<file path="src/flash_protect_pkg.sv">
package flash_protect_pkg;

    // ****************************************************************
    // Array geometry
    // ****************************************************************
    localparam int ADDR_W = 23;
    localparam logic [4:0] PAGE_LOG2 = 5'h08;
    localparam logic [4:0] SECTOR_LOG2 = 5'h0c;
    localparam logic [4:0] BLOCK32_LOG2 = 5'h0f;
    localparam logic [4:0] BLOCK64_LOG2 = 5'h10;
    localparam logic [4:0] CHIP_LOG2 = 5'h17;
    localparam int SEC_REG_SEL_LSB = 12;

    // ****************************************************************
    // Protect decode
    // ****************************************************************
    localparam logic [2:0] BP_NONE = 3'h0;
    localparam logic [2:0] BP_ALL = 3'h7;
    localparam logic [4:0] PROT_BLOCK_BASE_LOG2 = 5'h10;
    localparam logic [4:0] PROT_SECTOR_BASE_LOG2 = 5'h0b;
    localparam logic [4:0] PROT_SECTOR_MAX_LOG2 = 5'h0f;

    // ****************************************************************
    // Opcodes
    // ****************************************************************
    localparam logic [7:0] OPC_WRITE_ENABLE = 8'h06;
    localparam logic [7:0] OPC_WRITE_DISABLE = 8'h04;
    localparam logic [7:0] OPC_WRITE_STATUS = 8'h01;
    localparam logic [7:0] OPC_ENTER_QUAD = 8'h38;
    localparam logic [7:0] OPC_EXIT_QUAD = 8'hff;
    localparam logic [7:0] OPC_PAGE_PROGRAM = 8'h02;
    localparam logic [7:0] OPC_QUAD_PROGRAM = 8'h32;
    localparam logic [7:0] OPC_SECTOR_ERASE = 8'h20;
    localparam logic [7:0] OPC_BLOCK32_ERASE = 8'h52;
    localparam logic [7:0] OPC_BLOCK64_ERASE = 8'hd8;
    localparam logic [7:0] OPC_CHIP_ERASE = 8'hc7;
    localparam logic [7:0] OPC_CHIP_ERASE_ALT = 8'h60;
    localparam logic [7:0] OPC_SEC_REG_ERASE = 8'h44;
    localparam logic [7:0] OPC_SEC_REG_PROGRAM = 8'h42;

    // ****************************************************************
    // Status word bit positions
    // ****************************************************************
    localparam int SR_WEL = 1;
    localparam int SR_BP_LSB = 2;
    localparam int SR_TB = 5;
    localparam int SR_SEC = 6;
    localparam int SR_SRP0 = 7;
    localparam int SR_HI_BASE = 8;
    localparam int SR_SRP1 = 8;
    localparam int SR_QE = 9;
    localparam int SR_LOCK_LSB = 10;
    localparam int SR_CMP = 14;

    // ****************************************************************
    // Operation kinds shown to the array
    // ****************************************************************
    localparam logic [2:0] KIND_PROGRAM = 3'h0;
    localparam logic [2:0] KIND_SECTOR_ERASE = 3'h1;
    localparam logic [2:0] KIND_BLOCK32_ERASE = 3'h2;
    localparam logic [2:0] KIND_BLOCK64_ERASE = 3'h3;
    localparam logic [2:0] KIND_CHIP_ERASE = 3'h4;
    localparam logic [2:0] KIND_SEC_ERASE = 3'h5;
    localparam logic [2:0] KIND_SEC_PROGRAM = 3'h6;

    // ****************************************************************
    // Register map (byte addresses) and reset values
    // ****************************************************************
    localparam logic [7:0] REG_CTRL = 8'h00;
    localparam logic [7:0] REG_STATUS = 8'h04;
    localparam logic [7:0] REG_RANGE_LO = 8'h08;
    localparam logic [7:0] REG_RANGE_HI = 8'h0c;
    localparam logic [7:0] REG_COUNTS = 8'h10;
    localparam logic [7:0] REG_LAST_OP = 8'h14;
    localparam logic CTRL_ENABLE_RESET = 1'b1;

endpackage

</file>
<file path="src/flash_write_protect.sv">
module flash_write_protect (
    // Clock and reset
    input  wire logic        i_sys_clk,
    input  wire logic        i_reset_n,
    // AHB-Lite slave
    input  wire logic        i_hsel,
    input  wire logic [31:0] i_haddr,
    input  wire logic [1:0]  i_htrans,
    input  wire logic        i_hwrite,
    input  wire logic [2:0]  i_hsize,
    input  wire logic [31:0] i_hwdata,
    input  wire logic        i_hready,
    output logic             o_hreadyout,
    output logic             o_hresp,
    output logic [31:0]      o_hrdata,
    // Serial link pins
    input  wire logic        i_spi_clk,
    input  wire logic        i_spi_cs_n,
    input  wire logic [3:0]  i_spi_io,
    // Array operation handoff
    output logic             o_op_valid,
    output logic             o_op_rejected,
    output logic [2:0]       o_op_kind,
    output logic [22:0]      o_op_addr,
    // Pin function state
    output logic             o_io23_are_data,
    output logic             o_four_wire_mode,
    output logic             o_hold_active
);

    typedef enum logic {LINK_IDLE, LINK_ACTIVE} link_e;

    typedef struct packed {
        logic        sclk_meta;
        logic        sclk_sync;
        logic        sclk_prev;
        logic        cs_meta;
        logic        cs_sync;
        logic        cs_prev;
        logic [3:0]  io_meta;
        logic [3:0]  io_sync;
        link_e       link;
        logic [7:0]  shift;
        logic [2:0]  bit_cnt;
        logic [2:0]  byte_cnt;
        logic [7:0]  opcode;
        logic [23:0] addr;
        logic [7:0]  sr_lo;
        logic [7:0]  sr_hi;
        logic [2:0]  bp;
        logic        tb;
        logic        sec;
        logic        srp0;
        logic        srp1;
        logic        qe;
        logic [3:0]  lock;
        logic        cmp;
        logic        write_enable_latch;
        logic        four_wire;
        logic        op_valid;
        logic        op_rejected;
        logic        last_rejected;
        logic [2:0]  op_kind;
        logic [22:0] op_addr;
        logic [15:0] acc_cnt;
        logic [15:0] rej_cnt;
        logic        ctrl_enable;
        logic        d_active;
        logic        d_write;
        logic        d_mapped;
        logic [7:0]  d_addr;
    } state_s;

    state_s      s;
    state_s      next_s;

    logic        held;
    logic        sclk_rise;
    logic        cs_fall;
    logic        cs_rise;
    logic [3:0]  bit_sum;
    logic [7:0]  shift_in;
    logic        prot_any;
    logic [22:0] prot_lo;
    logic [22:0] prot_hi;
    logic [4:0]  region_log2;
    logic [2:0]  region_kind;
    logic        is_array_op;
    logic        is_sec_op;
    logic [2:0]  need_bytes;
    logic [22:0] region_mask;
    logic [22:0] region_lo;
    logic [22:0] region_hi;
    logic        overlap;
    logic        refuse;

    // ****************************************************************
    // Helpers
    // ****************************************************************
    function automatic logic [15:0] status_word(input state_s st);
        logic [15:0] w;
        w = '0;
        w[flash_protect_pkg::SR_WEL] = st.write_enable_latch;
        w[flash_protect_pkg::SR_BP_LSB +: 3] = st.bp;
        w[flash_protect_pkg::SR_TB] = st.tb;
        w[flash_protect_pkg::SR_SEC] = st.sec;
        w[flash_protect_pkg::SR_SRP0] = st.srp0;
        w[flash_protect_pkg::SR_SRP1] = st.srp1;
        w[flash_protect_pkg::SR_QE] = st.qe;
        w[flash_protect_pkg::SR_LOCK_LSB +: 4] = st.lock;
        w[flash_protect_pkg::SR_CMP] = st.cmp;
        return w;
    endfunction

    // Decode always reads the stored bits, so a status update governs the next command
    protect_range_decode u_decode (
        .i_sec (s.sec),
        .i_tb  (s.tb),
        .i_bp  (s.bp),
        .i_cmp (s.cmp),
        .o_any (prot_any),
        .o_lo  (prot_lo),
        .o_hi  (prot_hi)
    );

    // ****************************************************************
    // Command classification and overlap check
    // ****************************************************************
    always_comb begin
        region_log2 = flash_protect_pkg::PAGE_LOG2;
        region_kind = flash_protect_pkg::KIND_PROGRAM;
        is_array_op = 1'b1;
        is_sec_op = 1'b0;
        need_bytes = 3'h4;
        case (s.opcode)
            flash_protect_pkg::OPC_PAGE_PROGRAM,
            flash_protect_pkg::OPC_QUAD_PROGRAM: begin
                region_log2 = flash_protect_pkg::PAGE_LOG2;
            end
            flash_protect_pkg::OPC_SECTOR_ERASE: begin
                region_log2 = flash_protect_pkg::SECTOR_LOG2;
                region_kind = flash_protect_pkg::KIND_SECTOR_ERASE;
            end
            flash_protect_pkg::OPC_BLOCK32_ERASE: begin
                region_log2 = flash_protect_pkg::BLOCK32_LOG2;
                region_kind = flash_protect_pkg::KIND_BLOCK32_ERASE;
            end
            flash_protect_pkg::OPC_BLOCK64_ERASE: begin
                region_log2 = flash_protect_pkg::BLOCK64_LOG2;
                region_kind = flash_protect_pkg::KIND_BLOCK64_ERASE;
            end
            flash_protect_pkg::OPC_CHIP_ERASE,
            flash_protect_pkg::OPC_CHIP_ERASE_ALT: begin
                region_log2 = flash_protect_pkg::CHIP_LOG2;
                region_kind = flash_protect_pkg::KIND_CHIP_ERASE;
                need_bytes = 3'h1;
            end
            flash_protect_pkg::OPC_SEC_REG_ERASE: begin
                region_kind = flash_protect_pkg::KIND_SEC_ERASE;
                is_sec_op = 1'b1;
            end
            flash_protect_pkg::OPC_SEC_REG_PROGRAM: begin
                region_kind = flash_protect_pkg::KIND_SEC_PROGRAM;
                is_sec_op = 1'b1;
            end
            default: begin
                is_array_op = 1'b0;
            end
        endcase
        region_mask = ~({23{1'b1}} << region_log2);
        region_lo = s.addr[22:0] & ~region_mask;
        region_hi = s.addr[22:0] | region_mask;
        overlap = prot_any && (region_lo <= prot_hi) && (region_hi >= prot_lo);
        refuse = is_sec_op ? s.lock[s.addr[flash_protect_pkg::SEC_REG_SEL_LSB +: 2]]
                           : overlap;
    end

    // ****************************************************************
    // Next state
    // ****************************************************************
    always_comb begin
        next_s = s;
        next_s.op_valid = 1'b0;
        next_s.op_rejected = 1'b0;

        // Pins cross in through two flops; clock and select edges compare the second stage with a third flop
        next_s.sclk_meta = i_spi_clk;
        next_s.sclk_sync = s.sclk_meta;
        next_s.sclk_prev = s.sclk_sync;
        next_s.cs_meta = i_spi_cs_n;
        next_s.cs_sync = s.cs_meta;
        next_s.cs_prev = s.cs_sync;
        next_s.io_meta = i_spi_io;
        next_s.io_sync = s.io_meta;

        held = !s.qe && !s.io_sync[3];
        sclk_rise = s.sclk_sync && !s.sclk_prev && !s.cs_sync && !held && (s.link == LINK_ACTIVE);
        cs_fall = !s.cs_sync && s.cs_prev;
        cs_rise = s.cs_sync && !s.cs_prev;
        bit_sum = {1'b0, s.bit_cnt} + (s.four_wire ? 4'h4 : 4'h1);
        shift_in = s.four_wire ? {s.shift[3:0], s.io_sync} : {s.shift[6:0], s.io_sync[0]};

        // ****************************************************************
        // Register writes (data phase)
        // ****************************************************************
        if (s.d_active && s.d_write && s.d_mapped) begin
            case (s.d_addr)
                flash_protect_pkg::REG_CTRL: begin
                    next_s.ctrl_enable = i_hwdata[0];
                end
                flash_protect_pkg::REG_COUNTS: begin
                    // Cleared first so a same-cycle count still lands
                    next_s.acc_cnt = '0;
                    next_s.rej_cnt = '0;
                end
                default: begin
                end
            endcase
        end
        next_s.d_active = i_hsel && i_htrans[1] && i_hready;
        next_s.d_write = i_hwrite;
        next_s.d_mapped = (i_haddr[31:8] == 24'h0) && (i_haddr[1:0] == 2'h0);
        next_s.d_addr = i_haddr[7:0];

        // ****************************************************************
        // Link framing
        // ****************************************************************
        if (cs_fall && s.ctrl_enable) begin
            next_s.link = LINK_ACTIVE;
            next_s.bit_cnt = '0;
            next_s.byte_cnt = '0;
        end
        if (sclk_rise) begin
            next_s.shift = shift_in;
            next_s.bit_cnt = bit_sum[2:0];
            if (bit_sum[3]) begin
                case (s.byte_cnt)
                    3'h0: next_s.opcode = shift_in;
                    3'h1: next_s.sr_lo = shift_in;
                    3'h2: next_s.sr_hi = shift_in;
                    default: begin
                    end
                endcase
                if (s.byte_cnt >= 3'h1 && s.byte_cnt <= 3'h3) begin
                    next_s.addr = {s.addr[15:0], shift_in};
                end
                if (s.byte_cnt != 3'h7) begin
                    next_s.byte_cnt = s.byte_cnt + 3'h1;
                end
            end
        end

        // ****************************************************************
        // Command execution at frame end, whole bytes only
        // ****************************************************************
        if (cs_rise && s.link == LINK_ACTIVE) begin
            next_s.link = LINK_IDLE;
            if (s.bit_cnt == 3'h0 && s.byte_cnt != 3'h0) begin
                case (s.opcode)
                    flash_protect_pkg::OPC_WRITE_ENABLE: begin
                        next_s.write_enable_latch = 1'b1;
                    end
                    flash_protect_pkg::OPC_WRITE_DISABLE: begin
                        next_s.write_enable_latch = 1'b0;
                    end
                    flash_protect_pkg::OPC_WRITE_STATUS: begin
                        if (s.write_enable_latch && s.byte_cnt >= 3'h2) begin
                            next_s.bp = s.sr_lo[flash_protect_pkg::SR_BP_LSB +: 3];
                            next_s.tb = s.sr_lo[flash_protect_pkg::SR_TB];
                            next_s.sec = s.sr_lo[flash_protect_pkg::SR_SEC];
                            next_s.srp0 = s.sr_lo[flash_protect_pkg::SR_SRP0];
                            if (s.byte_cnt >= 3'h3) begin
                                next_s.srp1 = s.sr_hi[flash_protect_pkg::SR_SRP1 - flash_protect_pkg::SR_HI_BASE];
                                next_s.qe = s.sr_hi[flash_protect_pkg::SR_QE - flash_protect_pkg::SR_HI_BASE]
                                          || s.four_wire;
                                next_s.lock = s.lock
                                    | s.sr_hi[flash_protect_pkg::SR_LOCK_LSB - flash_protect_pkg::SR_HI_BASE +: 4];
                                next_s.cmp = s.sr_hi[flash_protect_pkg::SR_CMP - flash_protect_pkg::SR_HI_BASE];
                            end
                        end
                        if (s.byte_cnt >= 3'h2) begin
                            next_s.write_enable_latch = 1'b0;
                        end
                    end
                    flash_protect_pkg::OPC_ENTER_QUAD: begin
                        if (s.qe) begin
                            next_s.four_wire = 1'b1;
                        end
                    end
                    flash_protect_pkg::OPC_EXIT_QUAD: begin
                        next_s.four_wire = 1'b0;
                    end
                    default: begin
                        if (is_array_op && s.write_enable_latch && s.byte_cnt >= need_bytes) begin
                            next_s.write_enable_latch = 1'b0;
                            next_s.op_valid = !refuse;
                            next_s.op_rejected = refuse;
                            next_s.last_rejected = refuse;
                            next_s.op_kind = region_kind;
                            next_s.op_addr = is_sec_op ? s.addr[22:0] : region_lo;
                            if (refuse) begin
                                next_s.rej_cnt = next_s.rej_cnt + 16'h1;
                            end else begin
                                next_s.acc_cnt = next_s.acc_cnt + 16'h1;
                            end
                        end
                    end
                endcase
            end
        end
    end

    // ****************************************************************
    // State register
    // ****************************************************************
    always_ff @(posedge i_sys_clk or negedge i_reset_n) begin
        if (!i_reset_n) begin
            s <= '0;
            s.cs_meta <= 1'b1;
            s.cs_sync <= 1'b1;
            s.cs_prev <= 1'b1;
            // Hold pin idles high, so no false hold right after reset
            s.io_meta <= 4'hf;
            s.io_sync <= 4'hf;
            s.ctrl_enable <= flash_protect_pkg::CTRL_ENABLE_RESET;
        end else begin
            s <= next_s;
        end
    end

    // ****************************************************************
    // Outputs
    // ****************************************************************
    always_comb begin
        o_hrdata = '0;
        if (s.d_active && !s.d_write && s.d_mapped) begin
            case (s.d_addr)
                flash_protect_pkg::REG_CTRL:     o_hrdata = {31'h0, s.ctrl_enable};
                flash_protect_pkg::REG_STATUS:   o_hrdata = {15'h0, s.four_wire, status_word(s)};
                flash_protect_pkg::REG_RANGE_LO: o_hrdata = {prot_any, 8'h0, prot_lo};
                flash_protect_pkg::REG_RANGE_HI: o_hrdata = {9'h0, prot_hi};
                flash_protect_pkg::REG_COUNTS:   o_hrdata = {s.rej_cnt, s.acc_cnt};
                flash_protect_pkg::REG_LAST_OP:  o_hrdata = {s.last_rejected, 4'h0, s.op_kind, 1'b0, s.op_addr};
                default:                         o_hrdata = '0;
            endcase
        end
    end

    assign o_hreadyout = 1'b1;
    assign o_hresp = 1'b0;
    assign o_op_valid = s.op_valid;
    assign o_op_rejected = s.op_rejected;
    assign o_op_kind = s.op_kind;
    assign o_op_addr = s.op_addr;
    assign o_io23_are_data = s.qe;
    assign o_four_wire_mode = s.four_wire;
    assign o_hold_active = held;

endmodule

</file>
<file path="src/protect_range_decode.sv">
module protect_range_decode (
    // Stored protect bits
    input  wire logic        i_sec,
    input  wire logic        i_tb,
    input  wire logic [2:0]  i_bp,
    input  wire logic        i_cmp,
    // Protected range, inclusive
    output logic             o_any,
    output logic [22:0]      o_lo,
    output logic [22:0]      o_hi
);

    logic [4:0]  size_log2;
    logic [22:0] mask;
    logic        base_any;
    logic [22:0] base_lo;
    logic [22:0] base_hi;

    always_comb begin
        if (i_sec) begin
            // Codes 10x and 110 all cap at the 32KB size
            size_log2 = flash_protect_pkg::PROT_SECTOR_BASE_LOG2 + {2'h0, i_bp};
            if (size_log2 > flash_protect_pkg::PROT_SECTOR_MAX_LOG2) begin
                size_log2 = flash_protect_pkg::PROT_SECTOR_MAX_LOG2;
            end
        end else begin
            size_log2 = flash_protect_pkg::PROT_BLOCK_BASE_LOG2 + {2'h0, i_bp};
        end
        mask = ~({23{1'b1}} << size_log2);
        base_any = 1'b1;
        base_lo = '0;
        base_hi = '1;
        if (i_bp == flash_protect_pkg::BP_NONE) begin
            base_any = 1'b0;
        end else if (i_bp == flash_protect_pkg::BP_ALL) begin
            base_lo = '0;
            base_hi = '1;
        end else if (!i_tb) begin
            base_lo = ~mask;
            base_hi = '1;
        end else begin
            base_lo = '0;
            base_hi = mask;
        end
        // A top or bottom span inverts into the other contiguous span
        o_any = base_any;
        o_lo = base_lo;
        o_hi = base_hi;
        if (i_cmp) begin
            if (!base_any) begin
                o_any = 1'b1;
                o_lo = '0;
                o_hi = '1;
            end else if (i_bp == flash_protect_pkg::BP_ALL) begin
                o_any = 1'b0;
            end else if (!i_tb) begin
                o_lo = '0;
                o_hi = base_lo - 23'h1;
            end else begin
                o_lo = base_hi + 23'h1;
                o_hi = '1;
            end
        end
    end

endmodule

</file>
<file path="config.mk">
export PLATFORM = sky130hd
export DESIGN_NAME = flash_write_protect
export DESIGN_NICKNAME = d
export VERILOG_FILES = /design/src/flash_protect_pkg.sv /design/src/flash_write_protect.sv /design/src/protect_range_decode.sv
export SDC_FILE = /design/constraint.sdc
export NUM_CORES = 1
export LEC_CHECK = 0
export ABC_AREA = 0
export BUFFER_PORTS_ARGS = -buffer_cell sky130_fd_sc_hd__buf_2
export CORE_ASPECT_RATIO = 1.1
export CORE_UTILIZATION = 59
export CTS_BUF_LIST = sky130_fd_sc_hd__clkbuf_8 sky130_fd_sc_hd__clkbuf_16
export CTS_CLUSTER_SIZE = 20
export DETAILED_ROUTE_END_ITERATION = 6
export PLACE_DENSITY = 0.92
export SYNTH_ARGS = -nofsm -noshare
export SYNTH_HDL_FRONTEND = slang
export SYNTH_SLANG_ARGS = --single-unit
</file>
<file path="constraint.sdc">
create_clock -name i_sys_clk -period 7 [get_ports i_sys_clk]
set_clock_uncertainty 0.15 [all_clocks]
set_input_delay 0 -clock i_sys_clk [delete_from_list [all_inputs] [get_ports i_sys_clk]]
set_output_delay 0 -clock i_sys_clk [all_outputs]
set_load 0.01 [all_outputs]
</file>
==> metrics.cfg <==
[critical_path]
cp-start-kind=flip-flop
reg2reg_setup_slack_ns=0.61
r2r_end=s[34]$_DFF_PN0_
crit_arrival_ns=6.59
r2r-start=s[85]$_DFFE_PN0P_
cp-end-kind=flip-flop
path_max_fanout=25
ff2ff_path_depth=20
cp.required_ns=7.20
crit_type=reg2reg

[pwr]
p_clk_frac=0.467
intPower_w=0.00148
seq_power_share=0.486
combPwrFrac=0.047
p_switching_w=0.000479
vdd_ir_drop_max_mv=0.212
swShare=0.244
pwr_density_cell_mw_per_mm2=157
p_leak_nw=5.65

[route]
postRouteAntennaNets=0
vias_per_cell=6.84
postRouteWirelength_um=37000
dr.pass1.iters=6
wl_per_cell_um=23.2
vias=10900
drt_iter0_drc=1368
drc_errors=0

[synth]
yosys_register_bits=160
synth_most_common_cell=dfrtp_1
netlist_top_cells_area=dfrtp_1 34%, ha_1 7.4%, nand2_1 5.0%, o21ai_0 3.8%, a21oi_1 3.5%
async_flop_share=1.00
synth.avg_cell_area_um2=8.80
syn-cell-area_mm2=0.0110
synthTopCellsByCount=148 x dfrtp_1, 147 x nand2_1, 83 x o21ai_0
synth_flop_cell=dfrtp_1
synth_warnings=0
yosysTopAreaCellShare=0.338
syn_inst=1246
yosys.area.top_type=dfrtp_1
ys_seq_area_frac=0.367
synth-edff-count=0
synth_cell_types=82

[clock_tree]
post_cts_resized=0
post_cts_buffers=0
cts_sinks=160
cts_buffer_depth=2
cts_buffers=17
clk_pin_slew_ns=0.07
clk-insertion-delay-late_ns=0.44
tritoncts=built
hold_buffers=23
htree_levels=4
clockRootBuffer=clkbuf_16

[place]
portBuffers=107
place_inst=1537
place_ws_ns=0.800
place_congestion=1.01
dp_hpwl_um=25500

[outcome]
status=complete, no violations

[global_routing]
grt_pass1_vias=10500
grt.overflow.total=0
grt_usage=0.390
antenna_found_initial=1
grt_pass1_wl_um=57500
grt_max_degree=83

[hold_path]
min_path_type=in2async

[sta]
max_freq_mhz=156
fin_ws_ns=0.607
rsz0062_at_grt=false
tns_ns=0
drv_slew=0
hold_violations=0
worst_pin_slew_ns=1.26
final-setup-viol-count=0
period_needed_ns=6.39
maxSlewHeadroom=0.162
finalCritPeriodShare=0.913

[layout]
regArea_mm2=0.00402
areaGrowthSynthToFinish_pct=13.5
multi_input_area_mm2=0.00640
fill_cells=1308
fin_cells=1593
nets=1486
drive_gt1_frac=0.180

[floorplan]
dieArea_mm2=0.0191
die_h_um=145
die_w_um=132
num_rows=51
start_util=0.611
fp.coreArea_mm2=0.0179
io_pins=145

[job]
cap_violations=0

==> how the worst max path moves through the flow <==
| stage | start | endpoint | slack, ns |
|---|---|---|---|
| finish | s[85]$_DFFE_PN0P_ | s[34]$_DFF_PN0_ | 0.61 |
| detailed placement | s[85]$_DFFE_PN0P_ | s[41]$_DFF_PN0_ | 0.80 |
| global route | s[85]$_DFFE_PN0P_ | s[41]$_DFF_PN0_ | 0.30 |
| CTS | s[85]$_DFFE_PN0P_ | s[41]$_DFF_PN0_ | 0.76 |
| global placement | s[85]$_DFFE_PN0P_ | s[42]$_DFF_PN0_ | 0.91 |
| floorplan | s[85]$_DFFE_PN0P_ | s[41]$_DFF_PN0_ | 0.79 |
==> layout make-up <==
class / instances / area share
Sequential cell: 160 / 0.323
Clock buffer: 18 / 0.0353
Timing Repair Buffer: 167 / 0.0844
Inverter: 27 / 0.00814
Clock inverter: 14 / 0.0104
Multi-Input combinational cell: 968 / 0.515
Tap cell: 238 / 0.0239
Antenna cell: 1 / 0.000201
==> routing by layer <==
metal  wire length [um]  GRT usage  vias to the layer above
met3               3570     0.0992                      174
met1              13800      0.476                     5209
met2              16900      0.610                      709
li1                   -          -                     4799
met5                  0          0                        -
met4               2690      0.262                        0
==> power groups by stage <==
stage	logic (W)	clock network, W	registers (W)
detailed placement	0.0000803	0	0.000969
global placement	0.0000776	0	0.000968
floorplan	0.0000359	0	0.000965
finish	0.0000916	0.000915	0.000953
global route	0.000101	0.000949	0.000954
CTS	0.0000897	0.000904	0.000952
==> critical path: stages (launching register included) <==
cell,delay (ns)
dfrtp_1,0.38
inv_1,0.20
ha_1,0.18
inv_1,0.04
ha_1,0.28
nand2b_1,0.28
or2_2,0.44
nor4_1,0.44
inv_1,0.11
ha_1,0.29
o21ai_0,0.27
mux2i_1,0.24
a22o_1,0.27
ha_1,0.30
nand4_1,0.13
or4_1,0.61
a21o_1,0.19
o221a_2,0.30
o221a_2,0.46
or4_1,0.56
a21oi_1,0.17
==> cell usage in the layout, fill, tap and decap left out, types with 14 or more instances in the layout <==
master,n
nand2_1,147
nor2_1,75
inv_1,28
and2_1,24
buf_4,37
mux2i_1,33
nand4_1,26
dlygate4sd3_1,23
a22oi_1,14
a21oi_1,76
o31ai_1,14
nand3_1,33
mux2_2,33
buf_2,106
ha_1,65
o21ai_0,82
nor3_1,24
nand2b_1,29
a222oi_1,17
nor4_1,32
and3_1,24
clkbuf_16,17
dfrtp_1,148
conb_1,18
==> logic make-up (layout without fill, tap and decap cells) <==
logic type               count (synthesis)  count (layout)  share of synthesized area
AO/OA/AOI/OAI                          325             325                      0.199
multiplexers                            67              67                     0.0661
adder cells (fa/ha/maj)                 65              65                     0.0742
other                                    2              19                   0.000685
flip-flops                             160             160                      0.367
buffers and inverters                  134             226                     0.0561
XOR/XNOR                                12              12                    0.00959
AND/OR/NAND/NOR                        481             481                      0.227
==> stage by stage <==
| stage | hold slack (ns) | total power [W] | util | cell area [um2] |
|---|---|---|---|---|
| finish | 0.0176 | 0.00196 | 0.694 | 12400 |
| global placement | -0.0680 | 0.00105 | 0.649 | 11600 |
| CTS | 0.0457 | 0.00195 | 0.694 | 12400 |
| detailed placement | -0.0654 | 0.00105 | 0.649 | 11600 |
| floorplan | -0.446 | 0.00100 | - | 11000 |
| global route | 0.0502 | 0.00200 | 0.694 | 12400 |
==> state kept, by name (all words and copies together), names as in the netlist <==
| signal | cells |
|---|---|
| o_op_valid | 1 |
| o_op_kind | 3 |
| o_four_wire_mode | 1 |
| o_io23_are_data | 1 |
| next_s | 8 |
| s | 122 |
| o_op_addr | 23 |
| o_op_rejected | 1 |
No activity file was read; power rests on OpenSTA's default activity.
